## src/common/map_entry_pkg.sv

```systemverilog
// constants, field layout and helpers shared by the address map entry ends
package map_entry_pkg;

  // entry word offsets on the configuration port
  localparam logic [3:0]  OFF_ATTR       = 4'h0;
  localparam logic [3:0]  OFF_START      = 4'h4;
  localparam logic [3:0]  OFF_END        = 4'h8;
  localparam logic [3:0]  OFF_HASH       = 4'hc;

  // attribute field positions
  localparam int          VALID_POS      = 0;
  localparam int          DEST_POS       = 1;
  localparam int          PORT_LSB       = 4;
  localparam int          PORT_W         = 4;
  localparam int          AGG_LSB        = 10;
  localparam int          AGG_W          = 4;

  // writable bits; everything else reads as zero
  localparam logic [31:0] ATTR_WR_MASK   = 32'h0000_3cf3;
  localparam logic [31:0] AGG_FIELD_MASK = 32'h0000_3c00;
  localparam logic [31:0] HASH_WR_MASK   = 32'hffff_ffc0;

  // reset values
  localparam logic [31:0] ATTR_RST       = 32'h0000_0000;
  localparam logic [31:0] BOUND_RST      = 32'h0000_0000;
  localparam logic [31:0] HASH_RST       = 32'h0000_0000;

  // controller registers on the AHB-Lite side
  localparam logic [4:0]  CTL_CMD        = 5'h00;
  localparam logic [4:0]  CTL_WDATA      = 5'h04;
  localparam logic [4:0]  CTL_RDATA      = 5'h08;
  localparam logic [4:0]  CTL_STATUS     = 5'h0c;
  localparam int          CMD_GO         = 0;
  localparam int          CMD_WRITE      = 1;
  localparam int          CMD_SEL_LSB    = 4;
  localparam int          CMD_FLR        = 8;
  localparam int          CMD_NORMAL     = 9;
  localparam int          ST_BUSY        = 0;
  localparam int          ST_REFUSED     = 1;
  localparam logic [31:0] CMD_RST        = 32'h0000_0000;

  // legal aggregation encodings: 0h, 1h, 3h, 7h, Fh
  function automatic logic agg_legal(input logic [AGG_W-1:0] cnt);
    agg_legal = ((cnt + 4'h1) & cnt) == 4'h0;
  endfunction : agg_legal

endpackage : map_entry_pkg

```

## src/common/map_cfg_if.sv

```systemverilog
// configuration link between the map controller and the map entry
interface map_cfg_if;
  logic        cfg_req;    // one-cycle request
  logic        cfg_we;     // request is a write
  logic [3:0]  cfg_addr;   // entry byte offset
  logic [31:0] cfg_wdata;  // write data
  logic [31:0] cfg_rdata;  // read data, valid with ack
  logic        cfg_ack;    // one-cycle answer
  logic        func_reset; // one-cycle function-level reset

  modport device (
    input  cfg_req,
    input  cfg_we,
    input  cfg_addr,
    input  cfg_wdata,
    input  func_reset,
    output cfg_rdata,
    output cfg_ack
  );

  modport host (
    output cfg_req,
    output cfg_we,
    output cfg_addr,
    output cfg_wdata,
    output func_reset,
    input  cfg_rdata,
    input  cfg_ack
  );
endinterface : map_cfg_if

```

## src/core/map_port_hash.sv

```systemverilog
// folds the masked address into a member index for an aggregated group
module map_port_hash #(
  parameter int ADDR_W = 32,
  parameter int IDX_W  = 4
) (
  input  wire logic [ADDR_W-1:0] addr_i,   // lookup address bits
  input  wire logic [ADDR_W-1:0] mask_i,   // hash select mask
  input  wire logic [IDX_W-1:0]  count_i,  // group size minus one
  output logic      [IDX_W-1:0]  member_o  // member index within group
);

  if (ADDR_W % IDX_W != 0) begin : g_chk
    $error("map_port_hash: ADDR_W must be a multiple of IDX_W");
  end

  wire [ADDR_W-1:0] masked = addr_i & mask_i;
  logic [IDX_W-1:0] fold;

  // xor of all index-wide slices; only selected bits take part
  always_comb begin
    fold = '0;
    for (int i = 0; i < ADDR_W / IDX_W; i++) begin
      fold = fold ^ masked[i*IDX_W +: IDX_W];
    end
  end

  // count is all ones below its top bit, so it trims to the group size
  assign member_o = fold & count_i;

endmodule : map_port_hash

```

## src/core/map_entry_device.sv

```systemverilog
// one programmable address map entry with port aggregation routing
module map_entry_device
  import map_entry_pkg::*;
#(
  parameter bit ALIGN_4GB = 1'b0, // 1: bounds compare address bits 63:32
  parameter int LK_ADDR_W = 64    // lookup address width
) (
  input  wire logic                  clk_i,        // 25 MHz clock
  input  wire logic                  srst_i,       // sync reset, active high
  map_cfg_if.device                  cfg,          // configuration link
  input  wire logic                  lk_req_i,     // lookup request pulse
  input  wire logic [LK_ADDR_W-1:0]  lk_addr_i,    // lookup address
  output logic                       lk_done_o,    // lookup answer pulse
  output logic                       lk_hit_o,     // address in window
  output logic                       lk_to_port_o, // destination is a port
  output logic [map_entry_pkg::PORT_W-1:0] lk_port_o // routed port number
);
  import map_entry_pkg::*;

  if (LK_ADDR_W != 64) begin : g_chk
    $error("map_entry_device: LK_ADDR_W must be 64");
  end

  // ---------------------------------------------------------------
  // entry storage
  // ---------------------------------------------------------------
  logic [31:0] attr_r;
  logic [31:0] start_r;
  logic [31:0] end_r;
  logic [31:0] hash_r;
  logic [31:0] rdata_r;
  logic        ack_r;

  logic        done_r;
  logic        hit_r;
  logic        to_port_r;
  logic [PORT_W-1:0] port_r;

  // ---------------------------------------------------------------
  // configuration decode
  // ---------------------------------------------------------------
  wire wr_en    = cfg.cfg_req & cfg.cfg_we;
  wire wr_attr  = wr_en & (cfg.cfg_addr == OFF_ATTR);
  wire wr_start = wr_en & (cfg.cfg_addr == OFF_START);
  wire wr_end   = wr_en & (cfg.cfg_addr == OFF_END);
  wire wr_hash  = wr_en & (cfg.cfg_addr == OFF_HASH);

  // only the defined fields are stored, so reserved bits read zero
  wire [31:0] attr_wdata = cfg.cfg_wdata & ATTR_WR_MASK;
  wire [31:0] hash_wdata = cfg.cfg_wdata & HASH_WR_MASK;

  logic [31:0] rd_mux;
  always_comb begin
    case (cfg.cfg_addr)
      OFF_ATTR:  rd_mux = attr_r;
      OFF_START: rd_mux = start_r;
      OFF_END:   rd_mux = end_r;
      OFF_HASH:  rd_mux = hash_r;
      default:   rd_mux = 32'h0000_0000;
    endcase
  end

  // ---------------------------------------------------------------
  // attribute fields
  // ---------------------------------------------------------------
  wire              entry_valid   = attr_r[VALID_POS];
  wire              dest_is_port  = attr_r[DEST_POS];
  wire [PORT_W-1:0] target_port   = attr_r[PORT_LSB +: PORT_W];
  wire [AGG_W-1:0]  agg_field     = attr_r[AGG_LSB +: AGG_W];

  // the count means nothing for a local agent destination
  wire [AGG_W-1:0]  agg_count     = dest_is_port ? agg_field : '0;

  // ---------------------------------------------------------------
  // register writes
  // ---------------------------------------------------------------
  // function-level reset clears the entry but keeps the aggregation
  // count, so a group survives a function reset while the window does not
  always_ff @(posedge clk_i) begin
    if (srst_i) begin
      attr_r <= ATTR_RST;
    end else if (cfg.func_reset) begin
      attr_r <= attr_r & AGG_FIELD_MASK;
    end else if (wr_attr) begin
      attr_r <= attr_wdata;
    end
  end

  always_ff @(posedge clk_i) begin
    if (srst_i || cfg.func_reset) begin
      start_r <= BOUND_RST;
      end_r   <= BOUND_RST;
      hash_r  <= HASH_RST;
    end else begin
      if (wr_start) begin
        start_r <= cfg.cfg_wdata;
      end
      if (wr_end) begin
        end_r <= cfg.cfg_wdata;
      end
      if (wr_hash) begin
        hash_r <= hash_wdata;
      end
    end
  end

  // every request is answered on the next edge, reads and writes alike
  always_ff @(posedge clk_i) begin
    if (srst_i) begin
      ack_r   <= 1'b0;
      rdata_r <= 32'h0000_0000;
    end else begin
      ack_r <= cfg.cfg_req;
      if (cfg.cfg_req && !cfg.cfg_we) begin
        rdata_r <= rd_mux;
      end
    end
  end

  assign cfg.cfg_ack   = ack_r;
  assign cfg.cfg_rdata = rdata_r;

  // ---------------------------------------------------------------
  // lookup
  // ---------------------------------------------------------------
  // in 4GB mode a bound names a 4GB block, else a plain 32-bit address
  wire [31:0] win_addr = ALIGN_4GB ? lk_addr_i[63:32] : lk_addr_i[31:0];

  // inclusive on both ends; alignment of the bounds is software's job
  wire in_window = entry_valid &
                   (win_addr >= start_r) &
                   (win_addr <= end_r);

  wire [PORT_W-1:0] member;

  map_port_hash #(
    .ADDR_W (32),
    .IDX_W  (PORT_W)
  ) u_hash (
    .addr_i   (lk_addr_i[31:0]),
    .mask_i   (hash_r),
    .count_i  (agg_count),
    .member_o (member)
  );

  // zero count leaves member at zero, giving the single target port;
  // otherwise the group counts upward from the first port, any base
  wire [PORT_W-1:0] route_port = target_port + member;

  // the port number wraps past the top port; software is expected to
  // keep first port plus count within range
  always_ff @(posedge clk_i) begin
    if (srst_i) begin
      done_r    <= 1'b0;
      hit_r     <= 1'b0;
      to_port_r <= 1'b0;
      port_r    <= '0;
    end else begin
      done_r <= lk_req_i;
      if (lk_req_i) begin
        hit_r     <= in_window;
        to_port_r <= in_window & dest_is_port;
        port_r    <= (in_window & dest_is_port) ? route_port : '0;
      end
    end
  end

  assign lk_done_o    = done_r;
  assign lk_hit_o     = hit_r;
  assign lk_to_port_o = to_port_r;
  assign lk_port_o    = port_r;

endmodule : map_entry_device

```

## src/flat_wrapper.sv

```systemverilog
// flat-port wrapper written by rule: the top's interface ports become plain ports
module map_entry_device_flat import map_entry_pkg::*;
#(
  parameter bit ALIGN_4GB = 1'b0,                                        
  parameter int LK_ADDR_W = 64                           
)
  (clk_i, srst_i, lk_req_i, lk_addr_i, lk_done_o, lk_hit_o, lk_to_port_o, lk_port_o, cfg_cfg_req, cfg_cfg_we, cfg_cfg_addr, cfg_cfg_wdata, cfg_func_reset, cfg_cfg_rdata, cfg_cfg_ack);
  map_cfg_if cfg_i ();
  input  wire logic clk_i;
  input  wire logic srst_i;
  input  wire logic lk_req_i;
  input  wire logic [LK_ADDR_W-1:0] lk_addr_i;
  output logic lk_done_o;
  output logic lk_hit_o;
  output logic lk_to_port_o;
  output logic [map_entry_pkg::PORT_W-1:0] lk_port_o;
  input wire logic [$bits(cfg_i.cfg_req)-1:0] cfg_cfg_req;
  input wire logic [$bits(cfg_i.cfg_we)-1:0] cfg_cfg_we;
  input wire logic [$bits(cfg_i.cfg_addr)-1:0] cfg_cfg_addr;
  input wire logic [$bits(cfg_i.cfg_wdata)-1:0] cfg_cfg_wdata;
  input wire logic [$bits(cfg_i.func_reset)-1:0] cfg_func_reset;
  output wire logic [$bits(cfg_i.cfg_rdata)-1:0] cfg_cfg_rdata;
  output wire logic [$bits(cfg_i.cfg_ack)-1:0] cfg_cfg_ack;
  assign cfg_i.cfg_req = cfg_cfg_req;
  assign cfg_i.cfg_we = cfg_cfg_we;
  assign cfg_i.cfg_addr = cfg_cfg_addr;
  assign cfg_i.cfg_wdata = cfg_cfg_wdata;
  assign cfg_i.func_reset = cfg_func_reset;
  assign cfg_cfg_rdata = cfg_i.cfg_rdata;
  assign cfg_cfg_ack = cfg_i.cfg_ack;
  map_entry_device #(.ALIGN_4GB(ALIGN_4GB), .LK_ADDR_W(LK_ADDR_W)) u_core (.clk_i(clk_i), .srst_i(srst_i), .cfg(cfg_i), .lk_req_i(lk_req_i), .lk_addr_i(lk_addr_i), .lk_done_o(lk_done_o), .lk_hit_o(lk_hit_o), .lk_to_port_o(lk_to_port_o), .lk_port_o(lk_port_o));
endmodule
```

## config.mk

```make
export PLATFORM = sky130hd
export DESIGN_NAME = map_entry_device_flat
export DESIGN_NICKNAME = d
export VERILOG_FILES = /design/src/common/map_entry_pkg.sv /design/src/common/map_cfg_if.sv /design/src/core/map_port_hash.sv /design/src/core/map_entry_device.sv /design/src/flat_wrapper.sv
export SDC_FILE = /design/constraint.sdc
export NUM_CORES = 1
export LEC_CHECK = 0
export BUFFER_PORTS_ARGS = -buffer_cell sky130_fd_sc_hd__buf_4
export CAP_MARGIN = 10
export CORE_MARGIN = 5
export CORE_UTILIZATION = 45
export DETAILED_ROUTE_END_ITERATION = 16
export PLACE_DENSITY = 0.77
export SETUP_SLACK_MARGIN = 0.5
export SLEW_MARGIN = 15
export SYNTH_ARGS = -nofsm -noshare
export SYNTH_HDL_FRONTEND = slang
export SYNTH_SLANG_ARGS = --single-unit
```

## constraint.sdc

```tcl
create_clock -name clk_i -period 5.9 [get_ports clk_i]
set_input_delay 0.885 -clock clk_i [delete_from_list [all_inputs] [get_ports clk_i]]
set_output_delay 0.885 -clock clk_i [all_outputs]
set_load 0.005 [all_outputs]
```

* After elaboration in Yosys (flattened, before gate mapping)
Index checks and enable logic that the tools add are counted. Widths: inputs -> output; s select.
Storage, ports and cells: bits in registers 140, word-level logic and storage cells 44, output and inout bits 40
Cells by class: eq/ne operators 3, bitwise operators 18, reductions and logical operators 6, $lt $le $gt $ge 2, add/sub/neg operators 1, mux-type cells 3
Operators by type and width (count):
- $pmux 32 s4 | 1
- $and 32x32->32 | 1
- $ge 32x32->1 | 1
- $le 32x32->1 | 1
- $xor 4x4->4 | 7
- $and 1x1->1 | 8
- $eq 4x4->1 const B | 2
- $mux 4 | 2
- $add 4x4->4 | 1
- $and 4x4->4 | 1
- $eq 4x3->1 const B | 1
- $logic_not 4->1 | 1
- $reduce_and 2->1 | 1
- $reduce_or 2->1 | 1
- $logic_and 1x1->1 | 1
- $logic_not 1->1 | 1
- $logic_or 1x1->1 | 1
- $not 1->1 | 1

* Depth between registers and ports, before layout
Gate-level depths: netlist of the first run.
depth in word-level cells 11, mapped depth 11, depth with buffers taken out 11

* By module
A second synthesis of the first run with hierarchy kept.
Second synthesis, totals: cell total of the unflattened synthesis 987, area total of the unflattened synthesis 7482.2 um^2
By module, submodules not included:
- map_entry_device | cells each 923, area each 7091.8 um^2, seq. area each 2802.7 um^2, times used 1
- map_port_hash | cells each 64, area each 390.4 um^2, seq. area each 0.0 um^2, times used 1

* Least setup slack after synthesis of the first run
No wires, ideal clock.
kind input port to flip-flop, start in lk_addr_i[15], end reg u_core.port_r[2], in the netlist u_core.lk_port_o[2], cell stages on the path 7, setup time 0.069 ns, path slack 3.126 ns, arrival 2.705 ns, data required time 5.831 ns, path through ha_1 -> nand4_1 -> or4_1 -> or4_1 -> o211ai_2 -> nand4_4 -> o21ai_1
On the way: word-level cells in the longest chain between the ends 5, elaborated cells on any way between the ends 6, those cells by class order compare: 2; mux: 1; bitwise: 3
RTL lines:
- start: declaration | line flat_wrapper.sv:12 | input wire logic [LK_ADDR_W-1:0] lk_addr_i;
- $ge 32x32->1 | line map_entry_device.sv:131 | (win_addr >= start_r) &
- $and 1x1->1 | line map_entry_device.sv:130 | wire in_window = entry_valid &
- $and 1x1->1 * | line map_entry_device.sv:131
- $and 1x1->1 * | line map_entry_device.sv:163 | port_r <= (in_window & dest_is_port) ? route_port : '0;
- $mux 4 * | line map_entry_device.sv:163
- end signal: assignment | line map_entry_device.sv:163
- end: declaration | line map_entry_device.sv:37 | logic [PORT_W-1:0] port_r;
Mark *: on every way between the ends. The rest lies on a longest branch, timed or not. A chain may end at the register's enable or synchronous reset.

* Worst setup path after layout of the first run
start in cfg_cfg_addr[1], end reg u_core.start_r[15]
On the way: word-level cells in the longest chain between the ends 2
RTL lines:
- start: declaration | line flat_wrapper.sv:19 | input wire logic [$bits(cfg_i.cfg_addr)-1:0] cfg_cfg_addr;
- $eq 4x3->1 | line map_entry_device.sv:44 | wire wr_start = wr_en & (cfg.cfg_addr == OFF_START);
- $and 1x1->1 | line map_entry_device.sv:44
- end signal: assignment | line map_entry_device.sv:96 | start_r <= cfg.cfg_wdata;
- end: declaration | line map_entry_device.sv:28 | logic [31:0] start_r;
No other way between the ends.

==> impl_metrics.json, run 1 <==
{
  "gr-total-overflow": 0,
  "rsz0062_at_grt": "false",
  "n_antenna_cell": 0,
  "finalWeightedCongestion": 0.920,
  "synth-edff-count": 0,
  "cts_tree": "yes",
  "critPathCaptureType": "flop",
  "cp.depth": 7,
  "worst-path-buf-inv": 1,
  "die_area_mm2": 0.0189,
  "slew_headroom_pct": 29.9,
  "synth.top_cell.area_share_pct": 38.3,
  "dr.pass1.iters": 5,
  "clock_sinks": 140,
  "place_ws_ns": 2.45,
  "finalCoreUtilization_pct": 56.4,
  "clk_path_buf_depth": 2,
  "synth_area_mm2": 0.00731,
  "cp_max_fo": 34,
  "avgSynthCellArea_um2": 7.54,
  "r2r-start": "u_core.end_r[15]",
  "startpoint_type": "input pin",
  "cts_setup_buffers": 0,
  "finalCritPeriodShare_pct": 52.0,
  "crit_type": "input pin to flop",
  "leakagePower_nw": 3.15,
  "final_cell_area_mm2": 0.00899,
  "detail-route-antenna-nets": 0,
  "cts.htree.levels": 4,
  "finalWirelength_mm": 22.1,
  "cts_hold_buf": 0,
  "dp_hpwl_mm": 14.7,
  "rrSetupSlack_ns": 3.38,
  "floorplan.initialDensity_pct": 45.9,
  "slew_viol_final": 0,
  "required_ns": 6.18,
  "slowest_delay_ns": 0.87,
  "worstMarginPinSlew_ns": 1.05,
  "grt_pass1_vias": 6612,
  "ir_worst_vdd_mv": 0.211,
  "drcViolationCount": 0,
  "synth.top_cells.by_area": "dfxtp_1, nand2_1, a21oi_1",
  "r2r_end": "u_core.lk_port_o[2]",
  "power_density_mw_per_mm2": 259,
  "setup_viol_count_final": 0,
  "fp.dieW_um": 137,
  "yosysWarnings": 0,
  "numCtsBuffers": 17,
  "vias": 7046,
  "yosysSeqAreaShare_pct": 38.3,
  "synthFlopType": "dfxtp_1",
  "worstSetupStartpoint": "cfg_cfg_addr[1]",
  "nets": 1230,
  "grt_pass1_wl_mm": 34.6,
  "fin_tns_setup_ns": 0,
  "grt_usage_pct": 23.8,
  "slowest_stage": "nand3_2",
  "core_area_mm2": 0.0159,
  "insertion_delay_ns": 0.43,
  "area_growth_pct": 22.9,
  "path_cells": "buf_4 -> nor2_1 -> nand2_1 -> nor2_4 -> nand3_2 -> nand2_1 -> a21oi_1",
  "via_per_inst": 5.49,
  "rows": 46,
  "synth_seq_cells": 140,
  "cts_resized": 0,
  "drtIter0Drc": 644,
  "cts-root-buf": "clkbuf_16",
  "io_buffers": 113,
  "min_path_type": "flop to flop",
  "maxCapViolCount": 0,
  "grt_max_degree": 56,
  "ff2ff_path_depth": 8,
  "critPathCapture": "u_core.start_r[15]",
  "cp_top_family": "simple AND/OR/NAND/NOR gates",
  "min_period_ns": 3.07,
  "fin_skew_ns": 0.00814,
  "avgRoutedWirePerCell_um": 17.2,
  "clkSlewWorstSetupHoldPaths_ns": 0.06,
  "worstPathArrival_ns": 3.35,
  "post_dp_cell_area_mm2": 0.00832,
  "async_flop_share_pct": 0,
  "max_freq_mhz": 326,
  "floorplan.io_pins": 146,
  "setup_ws_ns": 2.83,
  "die_h_um": 137,
  "yosysUniqueCellTypes": 40,
  "worst_path_most_repeated_cell": "nand2_1",
  "yosys.area.top_type": "dfxtp_1",
  "grt_antenna_before_repair": 1,
  "hold_viol_final": 0,
  "status": "complete, no violations",
  "synth_nets": 1144,
  "holdWs_ns": 0.444,
  "drive_gt1_share_pct": 15.2,
  "synthCells": 970
}
[worst register-to-register path: cells and delay by family, from the launching register on]
family                   cells  cell delay [ns]
adder cells (fa/ha/maj)      1             0.33
buffers and inverters        1             0.05
flip-flops                   1             0.35
AO/OA/AOI/OAI                2             0.31
AND/OR/NAND/NOR              4             1.43
[logic make-up after synthesis]
group	after synthesis	synth area share [%]
xor+xnor	25	2.99
fa+ha+maj	68	11.7
simple gates	352	19.7
flops	140	38.3
mux	10	1.37
compound gates	252	19.5
buf+inv	123	6.35
[routing by layer]
layer / global-route usage (%) / routed length [um]
met3: 6.25 / 1990
met2: 38.0 / 10300
met5: 0 / 13
met1: 30.9 / 9250
met4: 9.09 / 511
[area by class of cell]
type | instances | area, um^2
tap | 216 | 270
sequential | 140 | 2800
timing repair buffer | 122 | 916
fill | 1457 | 6960
clock inverter | 10 | 186
inverter | 68 | 255
clock buffer | 21 | 480
multi-input combinational | 707 | 4080
[cells in the mapped netlist (2+ instances only)]
cell type and n:
a211oi_1 4, a21o_1 5, a21oi_1 175, a22oi_1 38, and3_1 9, buf_2 2, clkbuf_1 53, dfxtp_1 140
ha_1 67, inv_1 68, mux2i_1 10, nand2_1 252, nand2b_1 4, nand3_1 12, nand4_1 7, nor2_1 53
nor2b_1 3, nor3_1 3, nor4_1 2, o211ai_1 3, o21a_1 3, o21ai_0 12, o21ai_1 4, or4_1 2
xnor2_1 20, xor2_1 5
[where the power goes]
part	total (mW)	leakage, nW	switching [mW]	internal [mW]
registers	0.950	1.13	0.00173	0.948
logic	0.166	1.71	0.0996	0.0665
clock network	1.21	0.317	0.417	0.792
[sequential cells by signal (all words and copies together) (netlist names)]
| signal | cells |
|---|---|
| u_core.lk_to_port_o | 1 |
| u_core.lk_port_o | 4 |
| u_core.hash_r | 26 |
| u_core.cfg.cfg_rdata | 32 |
| u_core.attr_r | 10 |
| u_core.lk_hit_o | 1 |
| u_core.end_r | 32 |
| u_core.start_r | 32 |
| u_core.lk_done_o | 1 |
| u_core.cfg.cfg_ack | 1 |
[metrics by stage]
stage / instances / power (mW)
2_1_floorplan: 970 / 1.05
3_3_place_gp: 1253 / 1.13
3_5_place_dp: 1253 / 1.13
4_1_cts: 1284 / 2.33
5_1_grt: 1284 / 2.40
6_report: 1284 / 2.32
[worst min path at each step]
stage | endpoint | startpoint | cells past startpoint
2_1_floorplan | u_core.lk_to_port_o | u_core.lk_to_port_o | 2
3_3_place_gp | u_core.lk_to_port_o | u_core.lk_to_port_o | 2
3_5_place_dp | u_core.lk_port_o[3] | u_core.lk_port_o[3] | 2
4_1_cts | u_core.lk_port_o[3] | u_core.lk_port_o[3] | 2
5_1_grt | u_core.lk_port_o[0] | u_core.lk_port_o[0] | 2
6_report | u_core.lk_port_o[3] | u_core.lk_port_o[3] | 2
[layout by cell type, fill, tap and decap left out, types with 2 or more instances in the layout]
cell type and count:
buf_4 122, nor3_1 3, clkinvlp_4 3, nand3_2 2
dfxtp_1 140, clkbuf_16 17, nand2_1 252, nor2_1 51
inv_1 68, and3_1 8, o21ai_1 4, a22oi_1 38
xor2_1 5, clkbuf_8 4, or4_1 2, nand3_1 10
bufinv_16 5, xnor2_1 20, a211oi_1 4, nand4_1 7
nor2b_1 3, mux2i_1 10, o211ai_1 3, a21o_1 5
nand2b_1 4, ha_1 67, o21a_1 3, a21oi_1 175
o21ai_0 12
(Power assumes the default switching activity.)
==> inputs of run 2 (changes only) <==
--- a/config.mk
+++ b/config.mk
@@ -10,7 +10,7 @@
 export CORE_MARGIN = 5
 export CORE_UTILIZATION = 45
 export DETAILED_ROUTE_END_ITERATION = 16
-export PLACE_DENSITY = 0.77
+export PLACE_DENSITY = 0.8
 export SETUP_SLACK_MARGIN = 0.5
 export SLEW_MARGIN = 15
 export SYNTH_ARGS = -nofsm -noshare
==> constraint.sdc (replaced) <==
create_clock -name clk_i -period 2.65 [get_ports clk_i]
set_input_delay 0.3975 -clock clk_i [delete_from_list [all_inputs] [get_ports clk_i]]
set_output_delay 0.3975 -clock clk_i [all_outputs]
set_load 0.005 [all_outputs]
==> impl_metrics.json, run 2 (synthesis results as in run 1) <==
{
  "final_cell_area_mm2": 0.00924,
  "via_per_inst": 5.50,
  "drtIter0Drc": 624,
  "clkSlewWorstSetupHoldPaths_ns": 0.06,
  "grt_usage_pct": 24.1,
  "maxCapViolCount": 0,
  "startpoint_type": "flop",
  "status": "complete, no violations",
  "hold_viol_final": 0,
  "area_growth_pct": 26.3,
  "min_path_type": "input pin to flop",
  "cts_tree": "yes",
  "grt_pass1_wl_mm": 35.0,
  "place_ws_ns": 0.133,
  "drcViolationCount": 0,
  "slew_viol_final": 0,
  "min_period_ns": 2.37,
  "post_dp_cell_area_mm2": 0.00847,
  "vias": 7174,
  "cts.htree.levels": 4,
  "detail-route-antenna-nets": 0,
  "core_area_mm2": 0.0159,
  "ir_worst_vdd_mv": 0.549,
  "dp_cells": 1269,
  "dp_hpwl_mm": 16.0,
  "mostFrequentLayoutCell": "nand2_1",
  "rsz0062_at_grt": "true",
  "floorplan.io_pins": 146,
  "drive_gt1_share_pct": 19.7,
  "nets": 1251,
  "worstPathArrival_ns": 2.73,
  "cts_hold_buf": 0,
  "numCtsBuffers": 17,
  "finalWeightedCongestion": 0.952,
  "finalWirelength_mm": 22.5,
  "die_area_mm2": 0.0189,
  "worstMarginPinSlew_ns": 0.504,
  "fin_tns_setup_ns": 0,
  "setup_viol_count_final": 0,
  "cp_max_fo": 5,
  "ff2ff_path_depth": 8,
  "critPathCaptureType": "flop",
  "slew_headroom_pct": 66.3,
  "io_buffers": 113,
  "insertion_delay_ns": 0.42,
  "n_antenna_cell": 0,
  "grt_antenna_before_repair": 0,
  "crit_type": "flop to flop",
  "power_mw": 4.89,
  "cts-root-buf": "clkbuf_16",
  "floorplan.initialDensity_pct": 45.9,
  "hold_depth": 3,
  "stdcell_count": 1305,
  "clk_path_buf_depth": 2,
  "final_cell_mix": "nand2_1, a21oi_1, buf_4, dfxtp_1, inv_1",
  "max_freq_mhz": 422,
  "avgRoutedWirePerCell_um": 17.3,
  "grt_pass1_vias": 6907,
  "finalCritPeriodShare_pct": 89.5,
  "setup_ws_ns": 0.279,
  "power_density_mw_per_mm2": 530,
  "required_ns": 3.01,
  "dr.pass1.iters": 5,
  "fp.dieW_um": 137,
  "gr-total-overflow": 0,
  "grt_max_degree": 72,
  "clock_sinks": 140,
  "rrSetupSlack_ns": 0.28,
  "fin_skew_ns": 0.00590,
  "die_h_um": 137,
  "leakagePower_nw": 3.26,
  "rows": 46
}
-- run 2: cell count changes in the layout (fill, tap and decap cells not counted), sizes merged --
| cell | previous run | this run |
|---|---|---|
| bufinv | 5 | 2 |
| clkinvlp | 3 | 4 |
| buf | 122 | 143 |
| inv | 68 | 69 |
| clkinv | 2 | 3 |
-- run 2: worst paths after layout --
kind                            start                   to
setup reg to reg     u_core.end_r[10]  u_core.lk_port_o[0]
setup / recovery     u_core.end_r[10]  u_core.lk_port_o[0]
hold / removal      cfg_cfg_wdata[23]     u_core.end_r[23]
hold reg to reg   u_core.lk_port_o[3]  u_core.lk_port_o[3]
-- run 2: metrics by stage --
stage / util (%) / hold slack, ns
floorplan: - / 0.439
global placement: 53.1 / 0.433
detailed placement: 53.1 / 0.443
CTS: 57.6 / 0.218
global route: 58.0 / 0.224
finish: 58.0 / 0.226
-- run 2: report_power, final --
part / internal, mW / total [mW] / leakage, nW / switching, mW
clock network: 1.48 / 2.39 / 0.283 / 0.911
logic: 0.163 / 0.393 / 1.84 / 0.230
registers: 2.11 / 2.11 / 1.13 / 0.00397
-- run 2: what timing repair did --
| item | CTS | global route |
|---|---|---|
| pin swaps | 13 | 6 |
| buffers inserted | 4 | 1 |
| setup endpoints to repair | 6 | 6 |
| gates resized for setup | 23 | 15 |
-- run 2: cell type report --
type / instances / area [um^2]
Clock buffer: 21 / 480
Clock inverter: 10 / 114
Fill cell: 1454 / 6700
Inverter: 68 / 255
Multi-Input combinational cell: 707 / 4190
Sequential cell: 140 / 2820
Tap cell: 216 / 270
Timing Repair Buffer: 143 / 1110
-- run 2: per-layer routing --
| layer | global-route usage, % | vias up | share of wire, % | routed length, um |
|---|---|---|---|---|
| li1 | - | 3480 | - | - |
| met1 | 30.2 | 3344 | 40 | 9090 |
| met2 | 39.6 | 312 | 48 | 10700 |
| met3 | 6.14 | 38 | 9.8 | 2210 |
| met4 | 9.59 | 0 | 2.3 | 511 |
| met5 | 0 | - | 0 | 0 |
-- run 2: worst max-delay path: stages (launching register included) --
cell and delay (ns):
dfxtp_2 0.35, inv_2 0.05, ha_4 0.26, nand4_1 0.11, or4_4 0.55, or4_4 0.56
o211ai_4 0.12, nand4_4 0.15, o21ai_1 0.16
==> inputs of run 3 (changes only) <==
--- a/config.mk
+++ b/config.mk
@@ -9,10 +9,12 @@
 export CAP_MARGIN = 10
 export CORE_MARGIN = 5
 export CORE_UTILIZATION = 45
+export CTS_BUF_LIST = sky130_fd_sc_hd__clkbuf_8
 export DETAILED_ROUTE_END_ITERATION = 16
 export PLACE_DENSITY = 0.8
 export SETUP_SLACK_MARGIN = 0.5
-export SLEW_MARGIN = 15
+export SLEW_MARGIN = 10
 export SYNTH_ARGS = -nofsm -noshare
 export SYNTH_HDL_FRONTEND = slang
+export SYNTH_HIERARCHICAL = 1
 export SYNTH_SLANG_ARGS = --single-unit
==> impl_metrics.json, run 3 <==
{
  "status": "complete, no violations",
  "drcViolationCount": 0,
  "yosysUniqueCellTypes": 48,
  "dp_hpwl_mm": 15.9,
  "dr.pass1.iters": 6,
  "core_area_mm2": 0.0165,
  "grt_usage_pct": 23.1,
  "finalWeightedCongestion": 0.914,
  "vias": 7384,
  "mostFrequentLayoutCell": "nand2_1",
  "synth.top_cell.area_share_pct": 37.5,
  "yosysWarnings": 6,
  "synth-xor-area-share_pct": 3.63,
  "regArea_mm2": 0.00285,
  "fin_skew_ns": 0.0186,
  "netlist_top_cells_count": "nand2_1, a21oi_1, dfxtp_1",
  "min_path_type": "input pin to flop",
  "synth_top_family_by_area": "simple AND/OR/NAND/NOR gates",
  "detail-route-antenna-nets": 0,
  "synthFlopType": "dfxtp_1",
  "multiInputGateArea_mm2": 0.00460,
  "synth.top_cells.by_area": "dfxtp_1, nand2_1, a21oi_1",
  "max_freq_mhz": 456,
  "ff2ff_path_depth": 11,
  "slew_viol_final": 0,
  "grt_pass1_wl_mm": 36.2,
  "rrSetupSlack_ns": 0.46,
  "synth-simple-area-share_pct": 20.5,
  "slew_headroom_pct": 64.8,
  "floorplan.io_pins": 146,
  "nets": 1278,
  "rows": 47,
  "final.fill_count": 1484,
  "async_flop_share_pct": 0,
  "r2r_end": "u_core/lk_port_o[2]",
  "grt_max_degree": 97,
  "place_ws_ns": 0.0616,
  "setup_ws_ns": 0.455,
  "final_cell_mix": "nand2_1, a21oi_1, buf_4, dfxtp_1, inv_1",
  "synth-edff-count": 0,
  "synth_mux_area_share_pct": 1.34,
  "synthCells": 987,
  "synth_compound_area_share_pct": 19.0,
  "power_density_mw_per_mm2": 433,
  "fin_tns_setup_ns": 0,
  "synth-adder-area-share_pct": 11.5,
  "finalCritPeriodShare_pct": 82.8,
  "avgSynthCellArea_um2": 7.58,
  "cp_max_fo": 2,
  "n_antenna_cell": 0,
  "yosysMostFrequentCell": "nand2_1",
  "cts_tree": "yes",
  "power_mw": 4.12,
  "die_h_um": 139,
  "clock_sinks": 140,
  "drtIter0Drc": 711,
  "gr-total-overflow": 0,
  "die_area_mm2": 0.0193,
  "clkSlewWorstSetupHoldPaths_ns": 0.08,
  "min_period_ns": 2.19,
  "synth_area_mm2": 0.00748,
  "io_buffers": 113,
  "insertion_delay_ns": 0.46,
  "worstMarginPinSlew_ns": 0.527,
  "startpoint_type": "flop",
  "avgRoutedWirePerCell_um": 17.6,
  "crit_type": "flop to flop",
  "floorplan.initialDensity_pct": 45.4,
  "critPathCapture": "u_core/lk_port_o[2]",
  "worstPathArrival_ns": 2.57,
  "yosysSeqAreaShare_pct": 37.5,
  "cts.htree.levels": 4,
  "r2r-start": "u_core/hash_r[24]",
  "via_per_inst": 5.53,
  "hold_viol_final": 0,
  "clk_path_buf_depth": 2,
  "cts-root-buf": "clkbuf_8",
  "setup_viol_count_final": 0,
  "leakagePower_nw": 3.35,
  "numCtsBuffers": 17,
  "ir_worst_vdd_mv": 0.399,
  "grt_antenna_before_repair": 0,
  "required_ns": 3.02,
  "critPathCaptureType": "flop",
  "drive_gt1_share_pct": 25.0,
  "fp.dieW_um": 139,
  "maxCapViolCount": 0,
  "worstSetupStartpoint": "u_core/hash_r[24]",
  "finalWirelength_mm": 23.5,
  "synth_seq_cells": 140,
  "grt_pass1_vias": 7310,
  "yosys.area.top_type": "dfxtp_1",
  "area_growth_pct": 27.0,
  "rsz0062_at_grt": "true"
}
## run 3: cell types whose count changed after synthesis, sizes merged, moves of 5 or more
| cell | delta |
|---|---|
| and2 | +8 |
| and3 | -5 |
| buf | +15 |
| clkbuf | -14 |
| nand2 | +9 |
| o21ai | -9 |
| xnor2 | +7 |
## run 3: how the worst min path moves through the flow
stage,slack (ns),cells after the start,from,to
final,0.19,3,cfg_cfg_wdata[3],u_core/start_r[3]
after global routing,0.17,3,cfg_cfg_wdata[30],u_core/hash_r[30]
after CTS,0.17,3,cfg_cfg_wdata[3],u_core/start_r[3]
after detailed placement,0.44,2,u_core/lk_port_o[0],u_core/lk_port_o[0]
after global placement,0.44,2,u_core/lk_to_port_o,u_core/lk_to_port_o
after floorplan,0.45,2,u_core/lk_hit_o,u_core/lk_hit_o
## run 3: final cells by class
cell class                      count  share of cell area, %
Multi-Input combinational cell    727                   48.4
Tap cell                          220                   2.90
Sequential cell                   140                   29.9
Clock inverter                     12                  0.895
Timing Repair Buffer              149                   12.4
Clock buffer                       19                   2.75
Inverter                           69                   2.72
## run 3: power by group
part	switching (mW)	total [mW]	internal, mW
clock	0.804	1.57	0.762
combinational	0.254	0.442	0.188
sequential	0.00407	2.11	2.11
total	1.06	4.12	3.06
## run 3: stage by stage
stage	hold slack [ns]	area, um^2	util, %	std cells
2_1_floorplan	0.449	7500	-	992
3_3_place_gp	0.435	8630	52.4	1289
3_5_place_dp	0.441	8630	52.4	1289
4_1_cts	0.173	9200	55.9	1327
5_1_grt	0.170	9510	57.7	1336
6_report	0.187	9510	57.7	1336
## run 3: worst max-delay path, stage by stage, from the launching register on
cell,delay [ns]
dfxtp_2,0.34
nand2_2,0.08
xor2_2,0.25
xnor2_2,0.15
xnor2_1,0.14
and2_1,0.17
ha_2,0.19
inv_2,0.04
fa_2,0.33
xnor2_1,0.14
nand2_1,0.08
o31ai_2,0.21
## run 3: logic make-up (layout without fill, tap and decap cells)
kind of cell / after synthesis / in the layout
AND/OR/NAND/NOR: 366 / 366
AO/OA/AOI/OAI: 246 / 246
flip-flops: 140 / 140
buffers and inverters: 125 / 249
adder cells (fa/ha/maj): 68 / 68
XOR/XNOR: 31 / 31
multiplexers: 10 / 10
other: 1 / 6
## run 3: what timing repair did
item                       CTS  global route
setup endpoints to repair    6             6
pin swaps                   23            28
gates resized for setup     45            59
hold buffers                 0             0
buffers inserted             7             9
## run 3: layer usage
metal / global-route usage, % / wire (um) / vias to the layer above
li1: - / - / 3531
met1: 27.9 / 9390 / 3437
met2: 39.6 / 11500 / 352
met3: 5.72 / 1880 / 64
met4: 9.17 / 708 / 0
met5: 0 / 0 / -
